## src/tust_defines.vh

```
`ifndef TUST_DEFINES_VH
`define TUST_DEFINES_VH

////////////////////////////////////////////////////////////////////////////////
// APB register map
`define TUST_ADDR_W         12
`define TUST_REG_CTRL       12'h000
`define TUST_REG_STATUS     12'h004
`define TUST_REG_SID        12'h008
`define TUST_REG_RESP       12'h00C
`define TUST_CTRL_RESET     2'h0
`define TUST_CTRL_CONN_BIT  0
`define TUST_CTRL_DENY_BIT  1
`define TUST_CTRL_W         2

////////////////////////////////////////////////////////////////////////////////
// Status register fields
`define TUST_ST_LOCK_BIT    0
`define TUST_ST_CONN_BIT    1
`define TUST_ST_PCIE_BIT    2
`define TUST_ST_SECOV_BIT   3
`define TUST_ST_RR_BIT      4
`define TUST_ST_POIS_BIT    5
`define TUST_ST_ECO_LSB     6
`define TUST_ST_CG_LSB      10
`define TUST_ST_TOK_LSB     16

////////////////////////////////////////////////////////////////////////////////
// Message link
`define TUST_MSG_W          160
`define TUST_KEEP_W         20
`define TUST_OP_LSB         0
`define TUST_OP_W           4
`define TUST_OP_CONNECT     4'h1
`define TUST_OP_SFM         4'h2
`define TUST_OP_TRANS_RESP  4'h3
`define TUST_TOK_LSB        4
`define TUST_TOK_FIELD_W    16
`define TUST_MSG_KEEP       20'h0000F
`define TUST_STAGE_REGIME_FIELD_LSB       4
`define TUST_STAGE_REGIME_FIELD_W         2
`define TUST_STAGE_REGIME_FIELD_EL1_S2    2'h2
`define TUST_AOVR_LSB       6
`define TUST_AOVR_W         8

////////////////////////////////////////////////////////////////////////////////
// Stream ID and memory types
`define TUST_SID_TOTAL_W    24
`define TUST_CACHE_NC_BUF   4'h3
`define TUST_POISON_GRAIN   64

`endif

```

## src/tust_victim.v

```verilog
`timescale 1ns/1ps
`include "tust_defines.vh"

module tust_victim #(
  parameter ENTRIES = 8,
  parameter IDX_W   = 3
) (
  // Clock and reset
  input  wire             sys_clk,
  input  wire             rst_n,
  // Policy select
  input  wire             round_robin,
  // Entry use and allocation
  input  wire             touch_valid,
  input  wire [IDX_W-1:0] touch_idx,
  input  wire             alloc,
  // Entry to replace next
  output reg  [IDX_W-1:0] victim_idx
);

  reg [ENTRIES-1:0] plru_q;
  reg [ENTRIES-1:0] plru_d;
  reg [IDX_W-1:0]   rr_q;
  reg [IDX_W-1:0]   plru_victim;
  integer           lvl;
  integer           node;
  integer           lvl_t;
  integer           node_t;

  ////////////////////////////////////////////////////////////////////////////
  // Tree walk: each node bit points at the colder half
  always @* begin
    node = 1;
    plru_victim = {IDX_W{1'b0}};
    for (lvl = 0; lvl < IDX_W; lvl = lvl + 1) begin
      plru_victim = {plru_victim[IDX_W-2:0], plru_q[node]};
      node = 2 * node + plru_q[node];
    end
  end

  // Mark path of used entry as hot
  always @* begin
    plru_d = plru_q;
    node_t = 1;
    if (touch_valid) begin
      for (lvl_t = IDX_W - 1; lvl_t >= 0; lvl_t = lvl_t - 1) begin
        plru_d[node_t] = ~touch_idx[lvl_t];
        node_t = 2 * node_t + touch_idx[lvl_t];
      end
    end
  end

  always @* begin
    victim_idx = round_robin ? rr_q : plru_victim;
  end

  always @(posedge sys_clk or negedge rst_n) begin
    if (!rst_n) begin
      plru_q <= {ENTRIES{1'b0}};
      rr_q   <= {IDX_W{1'b0}};
    end else begin
      plru_q <= plru_d;
      if (alloc && round_robin) begin
        rr_q <= rr_q + 1'b1;
      end
    end
  end

endmodule // tust_victim

```

## src/tust_top.v

```verilog
// Design decisions made here: the APB interface to the registers and the address map.
`timescale 1ns/1ps
`include "tust_defines.vh"

module tust_top #(
  parameter SID_WIDTH   = 8,
  parameter XLATE_SLOTS = 16,
  parameter TOK_W       = 4,
  parameter DATA_WIDTH  = 128,
  parameter UTLB_ENT    = 8,
  parameter UTLB_IDX_W  = 3
) (
  // Clock and reset
  input  wire                             sys_clk,
  input  wire                             rst_n,
  // APB slave
  input  wire                             psel,
  input  wire                             penable,
  input  wire                             pwrite,
  input  wire [`TUST_ADDR_W-1:0]          paddr,
  input  wire [31:0]                      pwdata,
  input  wire                             pprot_ns,
  output wire                             pready,
  output reg  [31:0]                      prdata,
  output reg                              pslverr,
  // Clock-gate quiesce channel
  input  wire                             cg_quiesce_req_n,
  output wire                             cg_active_out,
  output wire                             cg_quiesce_accept_n,
  output wire                             cg_quiesce_deny,
  // Power-domain channel run indication
  input  wire                             pd_in_run,
  // Outgoing message link
  output reg                              msg_out_valid,
  input  wire                             msg_out_ready,
  output reg  [`TUST_MSG_W-1:0]           msg_out_data,
  output reg  [`TUST_KEEP_W-1:0]          msg_out_keep,
  output reg                              msg_out_last,
  output wire                             msg_out_wakeup,
  // Incoming message link
  input  wire                             msg_in_valid,
  output wire                             msg_in_ready,
  input  wire [`TUST_MSG_W-1:0]           msg_in_data,
  input  wire [`TUST_KEEP_W-1:0]          msg_in_keep,
  input  wire                             msg_in_last,
  input  wire                             msg_in_wakeup,
  // Interrupt edges
  output reg                              ras_fault_irq,
  output reg                              ras_recovery_irq,
  output reg                              ras_critical_irq,
  output reg                              pmu_irq,
  // Error and monitor events
  input  wire                             err_contained,
  input  wire                             err_uncontained,
  input  wire                             err_uncontainable,
  input  wire                             pmu_overflow,
  // Tie-offs
  input  wire [`TUST_SID_TOTAL_W-SID_WIDTH-1:0] nonsecure_stream_hi_bits,
  input  wire [`TUST_SID_TOTAL_W-SID_WIDTH-1:0] secure_stream_hi_bits,
  input  wire [TOK_W-1:0]                 token_count_tie,
  input  wire                             pcie_mode,
  input  wire                             sec_override,
  input  wire [3:0]                       eco_revision,
  input  wire                             utlb_round_robin,
  input  wire                             poison_support,
  // Transaction stream ID
  input  wire                             txn_valid,
  input  wire                             txn_secure,
  input  wire [SID_WIDTH-1:0]             txn_sid_low,
  input  wire [3:0]                       txn_cache,
  output reg  [`TUST_SID_TOTAL_W-1:0]     txn_stream_id,
  output reg                              txn_no_snoop,
  // Translation attribute results
  output reg                              xlat_merge_attrs,
  output reg  [`TUST_STAGE_REGIME_FIELD_W-1:0]          xlat_eff_regime,
  output reg  [`TUST_AOVR_W-1:0]          xlat_eff_override,
  // Write data path
  input  wire                             wd_in_valid,
  output wire                             wd_in_ready,
  input  wire [DATA_WIDTH-1:0]            wd_in_data,
  input  wire [DATA_WIDTH/`TUST_POISON_GRAIN-1:0] wd_in_err,
  output reg                              wd_out_valid,
  input  wire                             wd_out_ready,
  output reg  [DATA_WIDTH-1:0]            wd_out_data,
  output reg  [DATA_WIDTH/`TUST_POISON_GRAIN-1:0] wd_out_poison,
  // Micro-TLB replacement
  input  wire                             utlb_touch_valid,
  input  wire [UTLB_IDX_W-1:0]            utlb_touch_idx,
  input  wire                             utlb_alloc,
  output wire [UTLB_IDX_W-1:0]            utlb_victim_idx
);

  localparam HI_W   = `TUST_SID_TOTAL_W - SID_WIDTH;
  localparam PL_W   = DATA_WIDTH / `TUST_POISON_GRAIN;
  localparam TIE_W  = 2 * HI_W + TOK_W + 8;
  localparam CG_RUN = 6'h01;
  localparam CG_REQ = 6'h02;
  localparam CG_STP = 6'h04;
  localparam CG_EXT = 6'h08;
  localparam CG_DEN = 6'h10;
  localparam CG_CON = 6'h20;

  function [`TUST_MSG_W-1:0] build_msg;
    input [`TUST_OP_W-1:0]       op;
    input [`TUST_TOK_FIELD_W-1:0] tok;
    begin
      build_msg = {`TUST_MSG_W{1'b0}};
      build_msg[`TUST_OP_LSB +: `TUST_OP_W] = op;
      build_msg[`TUST_TOK_LSB +: `TUST_TOK_FIELD_W] = tok;
    end
  endfunction

  ////////////////////////////////////////////////////////////////////////////
  // Pin synchronisers
  reg [TIE_W-1:0] tie_s1_q;
  reg [TIE_W-1:0] tie_s2_q;
  reg [2:0]       pin_s1_q;
  reg [2:0]       pin_s2_q;
  wire [TIE_W-1:0] tie_raw = {nonsecure_stream_hi_bits, secure_stream_hi_bits,
                              token_count_tie, pcie_mode, sec_override, eco_revision,
                              utlb_round_robin, poison_support};
  wire qreq_n_s = pin_s2_q[0];
  wire pd_run_s = pin_s2_q[1];
  wire wake_s   = pin_s2_q[2];

  always @(posedge sys_clk or negedge rst_n) begin
    if (!rst_n) begin
      tie_s1_q <= {TIE_W{1'b0}};
      tie_s2_q <= {TIE_W{1'b0}};
      pin_s1_q <= 3'h1;
      pin_s2_q <= 3'h1;
    end else begin
      tie_s1_q <= tie_raw;
      tie_s2_q <= tie_s1_q;
      pin_s1_q <= {msg_in_wakeup, pd_in_run, cg_quiesce_req_n};
      pin_s2_q <= pin_s1_q;
    end
  end

  ////////////////////////////////////////////////////////////////////////////
  // Tie-off capture until first power-domain run
  reg             lock_q;
  reg [TIE_W-1:0] tie_q;
  wire [HI_W-1:0]  ns_hi_q  = tie_q[TIE_W-1 -: HI_W];
  wire [HI_W-1:0]  s_hi_q   = tie_q[TIE_W-HI_W-1 -: HI_W];
  wire [TOK_W-1:0] tok_q    = tie_q[8 +: TOK_W];
  wire             pcie_q   = tie_q[7];
  wire             secov_q  = tie_q[6];
  wire [3:0]       eco_q    = tie_q[5:2];
  wire             rr_q     = tie_q[1];
  wire             pois_q   = tie_q[0];
  wire [TOK_W:0]   tok_req  = {1'b0, tok_q} + 1'b1;

  always @(posedge sys_clk or negedge rst_n) begin
    if (!rst_n) begin
      lock_q <= 1'b0;
      tie_q  <= {TIE_W{1'b0}};
    end else if (!lock_q) begin
      tie_q  <= tie_s2_q;
      lock_q <= pd_run_s;
    end
  end

  ////////////////////////////////////////////////////////////////////////////
  // APB registers
  reg [`TUST_CTRL_W-1:0] ctrl_q;
  reg                    conn_done_q;
  reg [5:0]              cg_q;
  reg [`TUST_STAGE_REGIME_FIELD_W-1:0] raw_stage_regime_field_q;
  reg [`TUST_AOVR_W-1:0] raw_aovr_q;
  wire setup  = psel && !penable;
  wire access = psel && penable;
  // Non-secure writes to control only when security override is set
  wire wr_ok  = !pprot_ns || secov_q;
  reg  [31:0] rd_val;
  reg         rd_err;

  assign pready = 1'b1;

  always @* begin
    rd_val = 32'h00000000;
    rd_err = 1'b0;
    case (paddr)
      `TUST_REG_CTRL: rd_val[`TUST_CTRL_W-1:0] = ctrl_q;
      `TUST_REG_STATUS: begin
        rd_val[`TUST_ST_LOCK_BIT]  = lock_q;
        rd_val[`TUST_ST_CONN_BIT]  = conn_done_q;
        rd_val[`TUST_ST_PCIE_BIT]  = pcie_q;
        rd_val[`TUST_ST_SECOV_BIT] = secov_q;
        rd_val[`TUST_ST_RR_BIT]    = rr_q;
        rd_val[`TUST_ST_POIS_BIT]  = pois_q;
        rd_val[`TUST_ST_ECO_LSB +: 4] = eco_q;
        rd_val[`TUST_ST_CG_LSB +: 6]  = cg_q;
        rd_val[`TUST_ST_TOK_LSB +: TOK_W+1] = tok_req;
      end
      `TUST_REG_SID: rd_val[2*HI_W-1:0] = {ns_hi_q, s_hi_q};
      `TUST_REG_RESP: rd_val[`TUST_STAGE_REGIME_FIELD_W+`TUST_AOVR_W-1:0] = {raw_aovr_q, raw_stage_regime_field_q};
      default: rd_err = 1'b1;
    endcase
  end

  always @(posedge sys_clk or negedge rst_n) begin
    if (!rst_n) begin
      ctrl_q  <= `TUST_CTRL_RESET;
      prdata  <= 32'h00000000;
      pslverr <= 1'b0;
    end else begin
      if (setup) begin
        prdata  <= pwrite ? 32'h00000000 : rd_val;
        pslverr <= rd_err || (pwrite && paddr == `TUST_REG_CTRL && !wr_ok) ||
                   (pwrite && paddr != `TUST_REG_CTRL && !rd_err);
      end
      if (access && pwrite && paddr == `TUST_REG_CTRL && wr_ok) begin
        ctrl_q <= pwdata[`TUST_CTRL_W-1:0];
      end
    end
  end

  ////////////////////////////////////////////////////////////////////////////
  // Outgoing messages: connect, then failure-mode requests
  reg  sfm_pend_q;
  wire wbuf_err = wd_in_valid && wd_in_ready && (|wd_in_err);
  wire sfm_set  = wbuf_err && !pois_q;
  wire conn_want = lock_q && ctrl_q[`TUST_CTRL_CONN_BIT] && !conn_done_q;
  wire tx_busy   = msg_out_valid || conn_want || sfm_pend_q;

  assign msg_out_wakeup = tx_busy;

  always @(posedge sys_clk or negedge rst_n) begin
    if (!rst_n) begin
      msg_out_valid <= 1'b0;
      msg_out_data  <= {`TUST_MSG_W{1'b0}};
      msg_out_keep  <= {`TUST_KEEP_W{1'b0}};
      msg_out_last  <= 1'b0;
      conn_done_q   <= 1'b0;
      sfm_pend_q    <= 1'b0;
    end else begin
      if (msg_out_valid && msg_out_ready) begin
        msg_out_valid <= 1'b0;
      end
      if (sfm_set) begin
        sfm_pend_q <= 1'b1;
      end
      if (!msg_out_valid || msg_out_ready) begin
        if (conn_want && !(msg_out_valid && msg_out_data[`TUST_OP_W-1:0] ==
            `TUST_OP_CONNECT)) begin
          msg_out_valid <= 1'b1;
          msg_out_data  <= build_msg(`TUST_OP_CONNECT,
                                     {{`TUST_TOK_FIELD_W-TOK_W-1{1'b0}}, tok_req});
          msg_out_keep  <= `TUST_MSG_KEEP;
          msg_out_last  <= 1'b1;
          conn_done_q   <= 1'b1;
        end else if (sfm_pend_q) begin
          msg_out_valid <= 1'b1;
          msg_out_data  <= build_msg(`TUST_OP_SFM, {`TUST_TOK_FIELD_W{1'b0}});
          msg_out_keep  <= `TUST_MSG_KEEP;
          msg_out_last  <= 1'b1;
          sfm_pend_q    <= sfm_set;
        end
      end
    end
  end

  ////////////////////////////////////////////////////////////////////////////
  // Incoming messages
  reg first_beat_q;
  assign msg_in_ready = (cg_q != CG_STP) && (cg_q != CG_EXT);
  wire in_fire = msg_in_valid && msg_in_ready;
  wire is_resp = first_beat_q && msg_in_keep[0] &&
                 msg_in_data[`TUST_OP_LSB +: `TUST_OP_W] == `TUST_OP_TRANS_RESP;

  always @(posedge sys_clk or negedge rst_n) begin
    if (!rst_n) begin
      first_beat_q      <= 1'b1;
      raw_stage_regime_field_q        <= {`TUST_STAGE_REGIME_FIELD_W{1'b0}};
      raw_aovr_q        <= {`TUST_AOVR_W{1'b0}};
      xlat_merge_attrs  <= 1'b0;
      xlat_eff_regime   <= {`TUST_STAGE_REGIME_FIELD_W{1'b0}};
      xlat_eff_override <= {`TUST_AOVR_W{1'b0}};
    end else begin
      if (in_fire) begin
        first_beat_q <= msg_in_last;
      end
      if (in_fire && is_resp) begin
        raw_stage_regime_field_q <= msg_in_data[`TUST_STAGE_REGIME_FIELD_LSB +: `TUST_STAGE_REGIME_FIELD_W];
        raw_aovr_q <= msg_in_data[`TUST_AOVR_LSB +: `TUST_AOVR_W];
      end
      xlat_merge_attrs  <= pcie_q || raw_stage_regime_field_q == `TUST_STAGE_REGIME_FIELD_EL1_S2;
      xlat_eff_regime   <= pcie_q ? `TUST_STAGE_REGIME_FIELD_EL1_S2 : raw_stage_regime_field_q;
      xlat_eff_override <= pcie_q ? {`TUST_AOVR_W{1'b0}} : raw_aovr_q;
    end
  end

  ////////////////////////////////////////////////////////////////////////////
  // Clock-gate quiesce channel
  reg  [5:0] cg_d;
  wire busy = tx_busy || msg_in_valid || wake_s || wd_in_valid || wd_out_valid;

  assign cg_active_out       = busy;
  assign cg_quiesce_accept_n = !(cg_q == CG_STP || cg_q == CG_EXT && qreq_n_s == 1'b0);
  assign cg_quiesce_deny     = (cg_q == CG_DEN);

  always @* begin
    cg_d = cg_q;
    case (cg_q)
      CG_RUN: if (!qreq_n_s) cg_d = CG_REQ;
      CG_REQ: begin
        if (ctrl_q[`TUST_CTRL_DENY_BIT] || busy) begin
          cg_d = CG_DEN;
        end else begin
          cg_d = CG_STP;
        end
      end
      CG_STP: if (qreq_n_s) cg_d = CG_EXT;
      CG_EXT: cg_d = CG_RUN;
      CG_DEN: if (qreq_n_s) cg_d = CG_CON;
      CG_CON: cg_d = CG_RUN;
      default: cg_d = CG_RUN;
    endcase
  end

  always @(posedge sys_clk or negedge rst_n) begin
    if (!rst_n) begin
      cg_q <= CG_RUN;
    end else begin
      cg_q <= cg_d;
    end
  end

  ////////////////////////////////////////////////////////////////////////////
  // Interrupt pulses, one cycle per event
  always @(posedge sys_clk or negedge rst_n) begin
    if (!rst_n) begin
      ras_fault_irq    <= 1'b0;
      ras_recovery_irq <= 1'b0;
      ras_critical_irq <= 1'b0;
      pmu_irq          <= 1'b0;
    end else begin
      ras_fault_irq    <= err_contained || sfm_set;
      ras_recovery_irq <= err_uncontained;
      ras_critical_irq <= err_uncontainable;
      pmu_irq          <= pmu_overflow;
    end
  end

  ////////////////////////////////////////////////////////////////////////////
  // Stream ID and memory type
  always @(posedge sys_clk or negedge rst_n) begin
    if (!rst_n) begin
      txn_stream_id <= {`TUST_SID_TOTAL_W{1'b0}};
      txn_no_snoop  <= 1'b0;
    end else if (txn_valid) begin
      txn_stream_id <= txn_secure ? {s_hi_q, txn_sid_low}
                                  : {ns_hi_q, txn_sid_low};
      txn_no_snoop  <= pcie_q && txn_cache == `TUST_CACHE_NC_BUF;
    end
  end

  ////////////////////////////////////////////////////////////////////////////
  // Write data stage with poison
  assign wd_in_ready = !wd_out_valid || wd_out_ready;

  always @(posedge sys_clk or negedge rst_n) begin
    if (!rst_n) begin
      wd_out_valid  <= 1'b0;
      wd_out_data   <= {DATA_WIDTH{1'b0}};
      wd_out_poison <= {PL_W{1'b0}};
    end else if (wd_in_ready) begin
      wd_out_valid  <= wd_in_valid;
      wd_out_data   <= wd_in_data;
      wd_out_poison <= (pois_q && wd_in_valid) ? wd_in_err
                                               : {PL_W{1'b0}};
    end
  end

  ////////////////////////////////////////////////////////////////////////////
  // Micro-TLB replacement
  tust_victim #(
    .ENTRIES (UTLB_ENT),
    .IDX_W   (UTLB_IDX_W)
  ) u_victim (
    .sys_clk     (sys_clk),
    .rst_n       (rst_n),
    .round_robin (rr_q),
    .touch_valid (utlb_touch_valid),
    .touch_idx   (utlb_touch_idx),
    .alloc       (utlb_alloc),
    .victim_idx  (utlb_victim_idx)
  );

endmodule // tust_top

```

## config.mk

```make
export PLATFORM = sky130hd
export DESIGN_NAME = tust_top
export DESIGN_NICKNAME = d
export VERILOG_FILES = /design/src/tust_victim.v /design/src/tust_top.v
export VERILOG_INCLUDE_DIRS = /design/src /design/src/src
export SDC_FILE = /design/constraint.sdc
export NUM_CORES = 1
export LEC_CHECK = 0
export BUFFER_PORTS_ARGS = -buffer_cell sky130_fd_sc_hd__buf_4
export CAP_MARGIN = 5
export CORE_AREA = 2 2 325 327
export CTS_CLUSTER_DIAMETER = 40
export DETAILED_ROUTE_END_ITERATION = 7
export DIE_AREA = 0 0 327 329
export PLACE_DENSITY = 0.47
export SYNTH_ARGS = -nofsm -noshare
export SYNTH_HDL_FRONTEND = slang
export SYNTH_SLANG_ARGS = --single-unit
```

## constraint.sdc

```tcl
create_clock -name sys_clk -period 1.96 [get_ports sys_clk]
set_input_delay 0.392 -clock sys_clk [delete_from_list [all_inputs] [get_ports sys_clk]]
set_output_delay 0.392 -clock sys_clk [all_outputs]
set_load 0.02 [all_outputs]
```

# Word level (Yosys, flattened, before mapping)

Index checks and enable logic that the tools add are counted.

Register bits after elaboration: 557
Input port bits: 435
Output and inout bits: 396
Logic and storage cells: 169

Add/sub/neg operators: 6
Magnitude comparators: 6
Equal/unequal tests: 17
Mux-type cells: 43
Bitwise logic cells: 4
Reductions and logical operators: 60

Operators with widths:

| kind                  | count |
|---|---|
| $mux W160             | 2 |
| $lt A32 B5 Y1 const B | 4 |
| $add A32 B1 Y32       | 2 |
| $ge A32 B1 Y1 const B | 2 |
| $mux W20              | 2 |
| $mux W32              | 1 |
| $logic_and A1 B1 Y1   | 28 |
| $eq A12 B4 Y1 const B | 2 |
| $mux W24              | 1 |
| $pmux W6 S4           | 1 |
| $pmux W8 S3           | 1 |
| $pmux W11 S2          | 1 |
| $mux W1               | 18 |
| $mux W6               | 3 |
| $bwmux W8             | 2 |
| $logic_or A1 B1 Y1    | 15 |
| $eq A12 B3 Y1 const B | 1 |
| $logic_not A12 Y1     | 1 |
| $reduce_bool A12 Y1   | 1 |
| $mux W11              | 1 |
| $logic_not A1 Y1      | 9 |
| $eq A4 B2 Y1 const B  | 2 |
| $mux W8               | 1 |
| $pmux W2 S4           | 1 |
| 25 further kinds      | 34 |

# Logic depth before layout (Yosys ltp)

Gate-level depths: netlist of the first run.

Depth after elaboration: 11
Mapped depth: 7
Depth with buffers taken out: 4

# Hierarchy

From an unflattened synthesis of the first run, not the netlist that was laid out.

Cell total of the unflattened synthesis: 1340
Area, all modules: 15098.2 µm²

Modules (own cells, without submodules):

| module      | instances | cells an instance | area an instance (µm²) | sequential area each (µm²) |
|---|---|---|---|---|
| tust_top    | 1         | 1296              | 14631.5                | 9339.0 |
| tust_victim | 1         | 44                | 466.7                  | 250.2 |

# Worst setup path before layout of the first run

Ideal clock, no wire load.

Kind: register to register
From: register cg_q[0]
To: register raw_aovr_q[0]
Library setup time: 125 ps
Data arrival time: 1733 ps
Data required time: 1835 ps
Setup slack: 102 ps
Stages on the path, launching flop included: 6
Path buffers: 1
Clock period less this slack: 1858 ps
Cell sequence: dfstp_2 > nor4_1 > a21bo_1 > or4_4 > buf_6 > mux2_4

Word-level cells in the longest chain between the ends: 4
Elaborated cells between the ends (all ways): 5
Classes of those cells: eq/ne (2); reduce/logical (3)

RTL lines:

| item                                                | line           | source |
|---|---|---|
| start, declared                                     | tust_top.v:168 | `reg [5:0] cg_q;` |
| start signal, assigned                              | tust_top.v:326 | `cg_q <= cg_d;` |
| $ne A6 B3 Y1 / $ne A6 B4 Y1 (equally long branches) | tust_top.v:267 | `assign msg_in_ready = (cg_q != CG_STP) && (cg_q != CG_EXT);` |
| $logic_and A1 B1 Y1 *                               | tust_top.v:267 |  |
| $logic_and A1 B1 Y1 *                               | tust_top.v:268 | `wire in_fire = msg_in_valid && msg_in_ready;` |
| $logic_and A1 B1 Y1 *                               | tust_top.v:284 | `if (in_fire && is_resp) begin` |
| end signal, assigned                                | tust_top.v:276 | `` raw_aovr_q <= {`TUST_AOVR_W{1'b0}}; `` |
| end signal, assigned                                | tust_top.v:286 | `` raw_aovr_q <= msg_in_data[`TUST_AOVR_LSB +: `TUST_AOVR_W]; `` |
| end, declared                                       | tust_top.v:170 | `` reg [`TUST_AOVR_W-1:0] raw_aovr_q; `` |

Mark *: on every way between the ends. The rest lies on a longest branch, timed or not.
A chain may end at the register's enable or synchronous reset.

# Final worst setup path of the first run

From: register cg_q[2]
To: output port cg_quiesce_deny

Word-level cells in the longest chain between the ends: 1

RTL lines:

| item          | line           | source |
|---|---|---|
| $eq A6 B5 Y1  | tust_top.v:301 | `assign cg_quiesce_deny = (cg_q == CG_DEN);` |
| end, declared | tust_top.v:30  | `output wire cg_quiesce_deny,` |

No other way between the ends.

==> impl_metrics.json, run 1 <==
{
  "post_drt_wl_per_cell_microns": 16.1,
  "crit_buf_inv": 3,
  "fin_worst_skew_ps": 32.4,
  "multi_input_comb_area_sq_mm": 0.00469,
  "grt-ovfl-total": 0,
  "cts.path.max_buffers": 3,
  "cp_max_fo": 6,
  "async_flop_share": 1.00,
  "post-route-period-util": 1.12,
  "cts-root-buf": "clkbuf_16",
  "viasPerCell": 3.35,
  "cp.required_ps": 1570,
  "n_fill_cell": 11100,
  "cts_tree": "built",
  "drcViolationCount": 0,
  "critPathTopFamily": "simple AND/OR/NAND/NOR gates",
  "cap_violations": 0,
  "outcome": "finished, violations left",
  "power_mw": 26.5,
  "synth_flop_cell": "dfrtp_1",
  "cts.clk_slew.worst_paths_ps": 60,
  "synth_top_area_share": 0.628,
  "synthToLayoutAreaGrowth_pct": 64.7,
  "grt_usage": 0.104,
  "fin_area_sq_mm": 0.0249,
  "yosysSeqAreaShare": 0.635,
  "netlist_area_sq_mm": 0.0151,
  "yosysUniqueCellTypes": 50,
  "period_needed_ps": 2190,
  "syn_area_per_cell_sq_um": 11.3,
  "power_leakage_nw": 12.1,
  "cts.sinks": 383,
  "path_class": "reg2out",
  "intPower_mw": 19.2,
  "finalHoldViolations": 0,
  "power_frac_comb": 0.150,
  "clk_latency_ps": 610,
  "vias": 11800,
  "start_kind": "register",
  "ant_nets": 0,
  "violations": "negative setup slack",
  "synth_area_leaders": "dfrtp_1, nand2_1, buf_4",
  "pin_count": 831,
  "powerDensity_mw_per_mm2": 1060,
  "synth_edf_count": 0,
  "portBuffers": 465,
  "setup_ws_ps": -231,
  "ff_latch_area_sq_mm": 0.00959,
  "numCtsBuffers": 72,
  "arrival_ps": 1800,
  "worst_pin_slew_ps": 772,
  "die-area_sq_mm": 0.108,
  "dp_hpwl_mm": 42.8,
  "synth_cells": 1342,
  "rsz0062_at_grt": "true",
  "hold_class": "in2reg",
  "ir_drop_uv": 706,
  "placed_cell_area_sq_mm": 0.0200,
  "placed_cells": 3183,
  "dr.first_iter.drc_count": 389,
  "instances_no_fill": 3535,
  "fmax_ghz": 0.456,
  "synth.ff_latch_count": 383,
  "worst_path_max_delay_cell": "dfrtp_1",
  "cts-htree-levels": 3,
  "drive_above_1_share": 0.354,
  "worstPathCellList": "buf_6, nor4b_4, nand2_1, inv_2, buf_8",
  "p_sw_mw": 7.26,
  "report.final.slew_viol_count": 0,
  "start_util": 0.145,
  "grt_pass1_wl_mm": 82.3,
  "dieWidth_microns": 327,
  "slew_headroom": 0.485,
  "first_global_vias": 12200,
  "p_clk_frac": 0.506,
  "routed_wirelength_mm": 57.0,
  "row_count": 119,
  "antenna_found_initial": 20,
  "coreArea_sq_mm": 0.104,
  "nNetsFinal": 2515,
  "setup_violations": 15,
  "fp.dieH_microns": 329,
  "synth_top_cell_by_area": "dfrtp_1",
  "gp_congestion": 0.771,
  "drtPass1Iterations": 5,
  "cpPeakStageDelay_ps": 400,
  "critPathCaptureType": "primary output",
  "ys_warn_count": 0,
  "power_frac_seq": 0.344,
  "utilization": 0.238,
  "grt_max_degree": 117,
  "switching_share": 0.274
}
==> power groups by stage <==
stage / registers, mW / clock network [mW] / logic, mW
finish: 9.11 / 13.4 / 3.97
global route: 9.19 / 14.2 / 4.32
CTS: 9.12 / 13.8 / 3.98
detailed placement: 9.22 / 0 / 3.52
global placement: 9.21 / 0 / 3.50
floorplan: 9.55 / 0 / 1.49
==> Yosys cell counts, drive strengths merged (5+ instances only) <==
master / count
a21oi: 20
a22o: 18
a22oi: 19
buf: 186
clkbuf: 47
dfrtp: 379
inv: 6
mux2: 77
mux2i: 18
nand2: 428
nand2b: 7
nand3: 7
nor2: 27
nor2b: 15
o21ai: 25
o31ai: 12
or2: 5
==> timing repair <==
| action | 4_1_cts | 5_1_grt |
|---|---|---|
| gates resized for setup | 34 | 11 |
| pin swaps | 7 | 8 |
| cloned | 1 | 0 |
| endpoints found under the hold margin | 290 | 0 |
| buffers inserted | 8 | 11 |
| hold buffers | 194 | 0 |
| setup endpoints to repair | 18 | 20 |
==> cell type report <==
cell class                      instances  share of cell area
Clock buffer                           86              0.0778
Multi-Input combinational cell        889               0.189
Inverter                                6             0.00121
Antenna cell                            8            0.000805
Timing Repair Buffer                  726               0.248
Sequential cell                       383               0.386
Tap cell                             1391              0.0700
Clock inverter                         46              0.0276
==> stage by stage <==
stage	setup WS [ps]	TNS [ps]	hold WS [ps]
global route	-384	-3650	40.9
floorplan	102	0	96.4
detailed placement	-145	-1410	335
finish	-231	-2410	35.0
CTS	-350	-3520	0.706
global placement	-156	-1520	332
==> layer usage <==
layer  wire length (microns)  global-route usage
met1                   23900               0.127
met2                   26000               0.165
met5                      92                   0
met3                    5810              0.0465
met4                    1150              0.0302
==> sequential cells by signal (all words and copies together), names as in the netlist, 6 cells and up <==
signal / flops
cg_q: 6
xlat_eff_override: 8
msg_out_data: 7
raw_aovr_q: 8
tie_s2_q: 44
u_victim.plru_q: 7
tie_s1_q: 44
txn_stream_id: 24
wd_out_data: 128
prdata: 32
tie_q: 44
==> worst reg2reg max path, cell delays in order (launching register included) <==
cell and delay [ps]:
dfstp_2 550, nor4_4 50, buf_6 140, buf_6 130
a21bo_4 230, or4_4 570, mux2_4 340
==> cell families (layout without fill, tap and decap cells) <==
family / after synthesis / in the layout / synth area share
and+or+nand+nor: 514 / 515 / 0.138
DFF: 383 / 383 / 0.635
buffers and inverters: 239 / 864 / 0.103
AOI/OAI and AO/OA: 100 / 100 / 0.0439
muxes: 97 / 97 / 0.0748
xor gates and xnor gates: 5 / 5 / 0.00290
adders and majority gates: 2 / 2 / 0.00166
other: 2 / 178 / 0.000497
==> placed cells by master, fill, tap and decap left out, drive strengths merged, types with 19 or more instances in the layout <==
cell type,n
a21oi,20
a22oi,19
buf,532
clkbuf,86
conb,170
dfrtp,379
dlygate4sd3,194
mux2,77
nand2,428
nor2,27
o21ai,25
==> worst paths after layout <==
| check | to | cells past startpoint | slack [ps] | from |
|---|---|---|---|---|
| max in group asynchronous | pin_s2_q[0]$_DFF_PN1_ | 3 | 930 | rst_n |
| max | cg_quiesce_deny | 5 | -230 | cg_q[2]$_DFFE_PN0P_ |
| min | wd_out_data[5]$_DFFE_PN0N_ | 3 | 30 | wd_in_data[5] |
| min reg2reg | tie_s2_q[13]$_DFF_PN0_ | 0 | 340 | tie_s1_q[13]$_DFF_PN0_ |
| max reg2reg | raw_aovr_q[0]$_DFFE_PN0P_ | 6 | -170 | cg_q[0]$_DFFE_PN1P_ |
| min in group asynchronous | tie_s2_q[25]$_DFF_PN0_ | 2 | 320 | rst_n |
No activity file was read; power rests on OpenSTA's default activity.
==> inputs of run 2 (changes only) <==
- MAX_ROUTING_LAYER: unset -> met4
==> run 2 against run 1 <==
Fmax about the same; the run still ends with negative setup slack left; clock-buffer cell count unchanged; non-clock buffer count unchanged; die area unchanged.
==> impl_metrics.json, run 2 (synthesized netlist as in run 1, its figures left out) <==
{
  "hold_class": "in2reg",
  "worstPathCellList": "buf_6, nor4b_4, nand2_1, inv_2, buf_8",
  "path_class": "reg2out",
  "setup_tns_ps": -2460,
  "fmax_ghz": 0.456,
  "cap_violations": 0,
  "cts-root-buf": "clkbuf_16",
  "fin_worst_skew_ps": 32.7,
  "synthToLayoutAreaGrowth_pct": 64.8,
  "crit_buf_inv": 3,
  "post-route-period-util": 1.12,
  "largest_register_ffs": 128,
  "row_count": 119,
  "worst_pin_slew_ps": 775,
  "ant_nets": 0,
  "multi_input_comb_area_sq_mm": 0.00469,
  "setup_ws_ps": -231,
  "routed_wirelength_mm": 57.0,
  "fp.dieH_microns": 329,
  "violations": "negative setup slack",
  "fin_area_sq_mm": 0.0249,
  "first_global_vias": 12200,
  "coreArea_sq_mm": 0.104,
  "gp_congestion": 0.781,
  "rsz0062_at_grt": "true",
  "cpPeakStageDelay_ps": 400,
  "drive_above_1_share": 0.354,
  "finalHoldViolations": 0,
  "critPathTopFamily": "simple AND/OR/NAND/NOR gates",
  "dp_hpwl_mm": 42.8,
  "grt-ovfl-total": 0,
  "powerDensity_mw_per_mm2": 1060,
  "cts_tree": "built",
  "drcViolationCount": 0,
  "n_fill_cell": 11100,
  "power_mw": 26.4,
  "cp_max_fo": 6,
  "ff_latch_area_sq_mm": 0.00959,
  "grt_max_degree": 117,
  "nNetsFinal": 2515,
  "cts.sinks": 383,
  "antenna_found_initial": 19,
  "cp.required_ps": 1570,
  "drtPass1Iterations": 4,
  "top_register": "wd_out_data",
  "grt_pass1_wl_mm": 82.1,
  "cts.clk_slew.worst_paths_ps": 60,
  "worst_path_max_delay_cell": "dfrtp_1",
  "post_drt_wl_per_cell_microns": 16.1,
  "pre_cts_slack_ps": -145,
  "report.final.slew_viol_count": 0,
  "power_leakage_nw": 12.1,
  "dr.first_iter.drc_count": 411,
  "setup_violations": 15,
  "grt_usage": 0.107,
  "pin_count": 831,
  "die-area_sq_mm": 0.108,
  "portBuffers": 465,
  "clk_latency_ps": 610,
  "cts.path.max_buffers": 3,
  "cts-htree-levels": 3,
  "final_cell_mix": "buf_4, nand2_1, dfrtp_1, dlygate4sd3_1, conb_1",
  "vias": 11800,
  "start_util": 0.145,
  "numCtsBuffers": 72,
  "slew_headroom": 0.483,
  "ir_drop_uv": 708,
  "dieWidth_microns": 327,
  "period_needed_ps": 2190,
  "placed_cell_area_sq_mm": 0.0200,
  "outcome": "finished, violations left",
  "final_common_cell": "buf_4",
  "viasPerCell": 3.33,
  "arrival_ps": 1800,
  "critPathCaptureType": "primary output",
  "start_kind": "register"
}
-- run 2: layer usage --
metal,track usage,vias up,routed length (microns)
li1,-,5547,-
met1,0.128,5657,24100
met2,0.166,522,26000
met3,0.0444,78,5670
met4,0.0302,0,1140
met5,-,-,0
-- run 2: timing repair --
item                                    CTS  global route
endpoints found under the setup margin   18            20
gates resized for setup                  34            11
hold buffers                            194             0
endpoints found under the hold margin   290             0
gates cloned                              1             0
setup buffers                             8            11
pin swaps                                 7             8
-- run 2: area by class of cell --
class	instances	area share
clock inverters	46	0.0275
inverters	6	0.00121
repair buffers	726	0.248
clock buffers	86	0.0778
diodes	15	0.00151
flip-flops and latches	383	0.385
multi-input cells	889	0.189
well taps	1391	0.0699
-- run 2: per-stage QoR --
| step | cells | utilization | hold WS [ps] |
|---|---|---|---|
| 6_report | 3542 | 0.238 | 34.6 |
| 2_1_floorplan | 1510 | - | 96.4 |
| 3_3_place_gp | 3183 | 0.192 | 332 |
| 4_1_cts | 3518 | 0.237 | 0.706 |
| 3_5_place_dp | 3183 | 0.192 | 335 |
| 5_1_grt | 3541 | 0.238 | 41.1 |
-- run 2: worst paths after layout --
kind	slack, ps	from	endpoint	cells past startpoint
setup reg to reg	-170	cg_q[0]$_DFFE_PN1P_	raw_aovr_q[1]$_DFFE_PN0P_	6
setup / recovery	-230	cg_q[2]$_DFFE_PN0P_	cg_quiesce_deny	5
min in group asynchronous	320	rst_n	tie_s2_q[25]$_DFF_PN0_	2
hold / removal	30	wd_in_data[5]	wd_out_data[5]$_DFFE_PN0N_	3
hold reg to reg	330	tie_s1_q[13]$_DFF_PN0_	tie_s2_q[13]$_DFF_PN0_	0
max in group asynchronous	930	rst_n	pin_s2_q[0]$_DFF_PN1_	3
-- run 2: report_power, final --
group / switching (mW) / internal (mW) / total (mW) / leakage, nW
clock: 4.60 / 8.76 / 13.4 / 1.24
combinational: 2.17 / 1.80 / 3.97 / 6.20
sequential: 0.477 / 8.63 / 9.11 / 4.64
total: 7.26 / 19.2 / 26.4 / 12.1
-- run 2: worst min-delay path, stage by stage --
cell and delay, ps:
buf_4 110, nand2_1 50, nand2_1 60
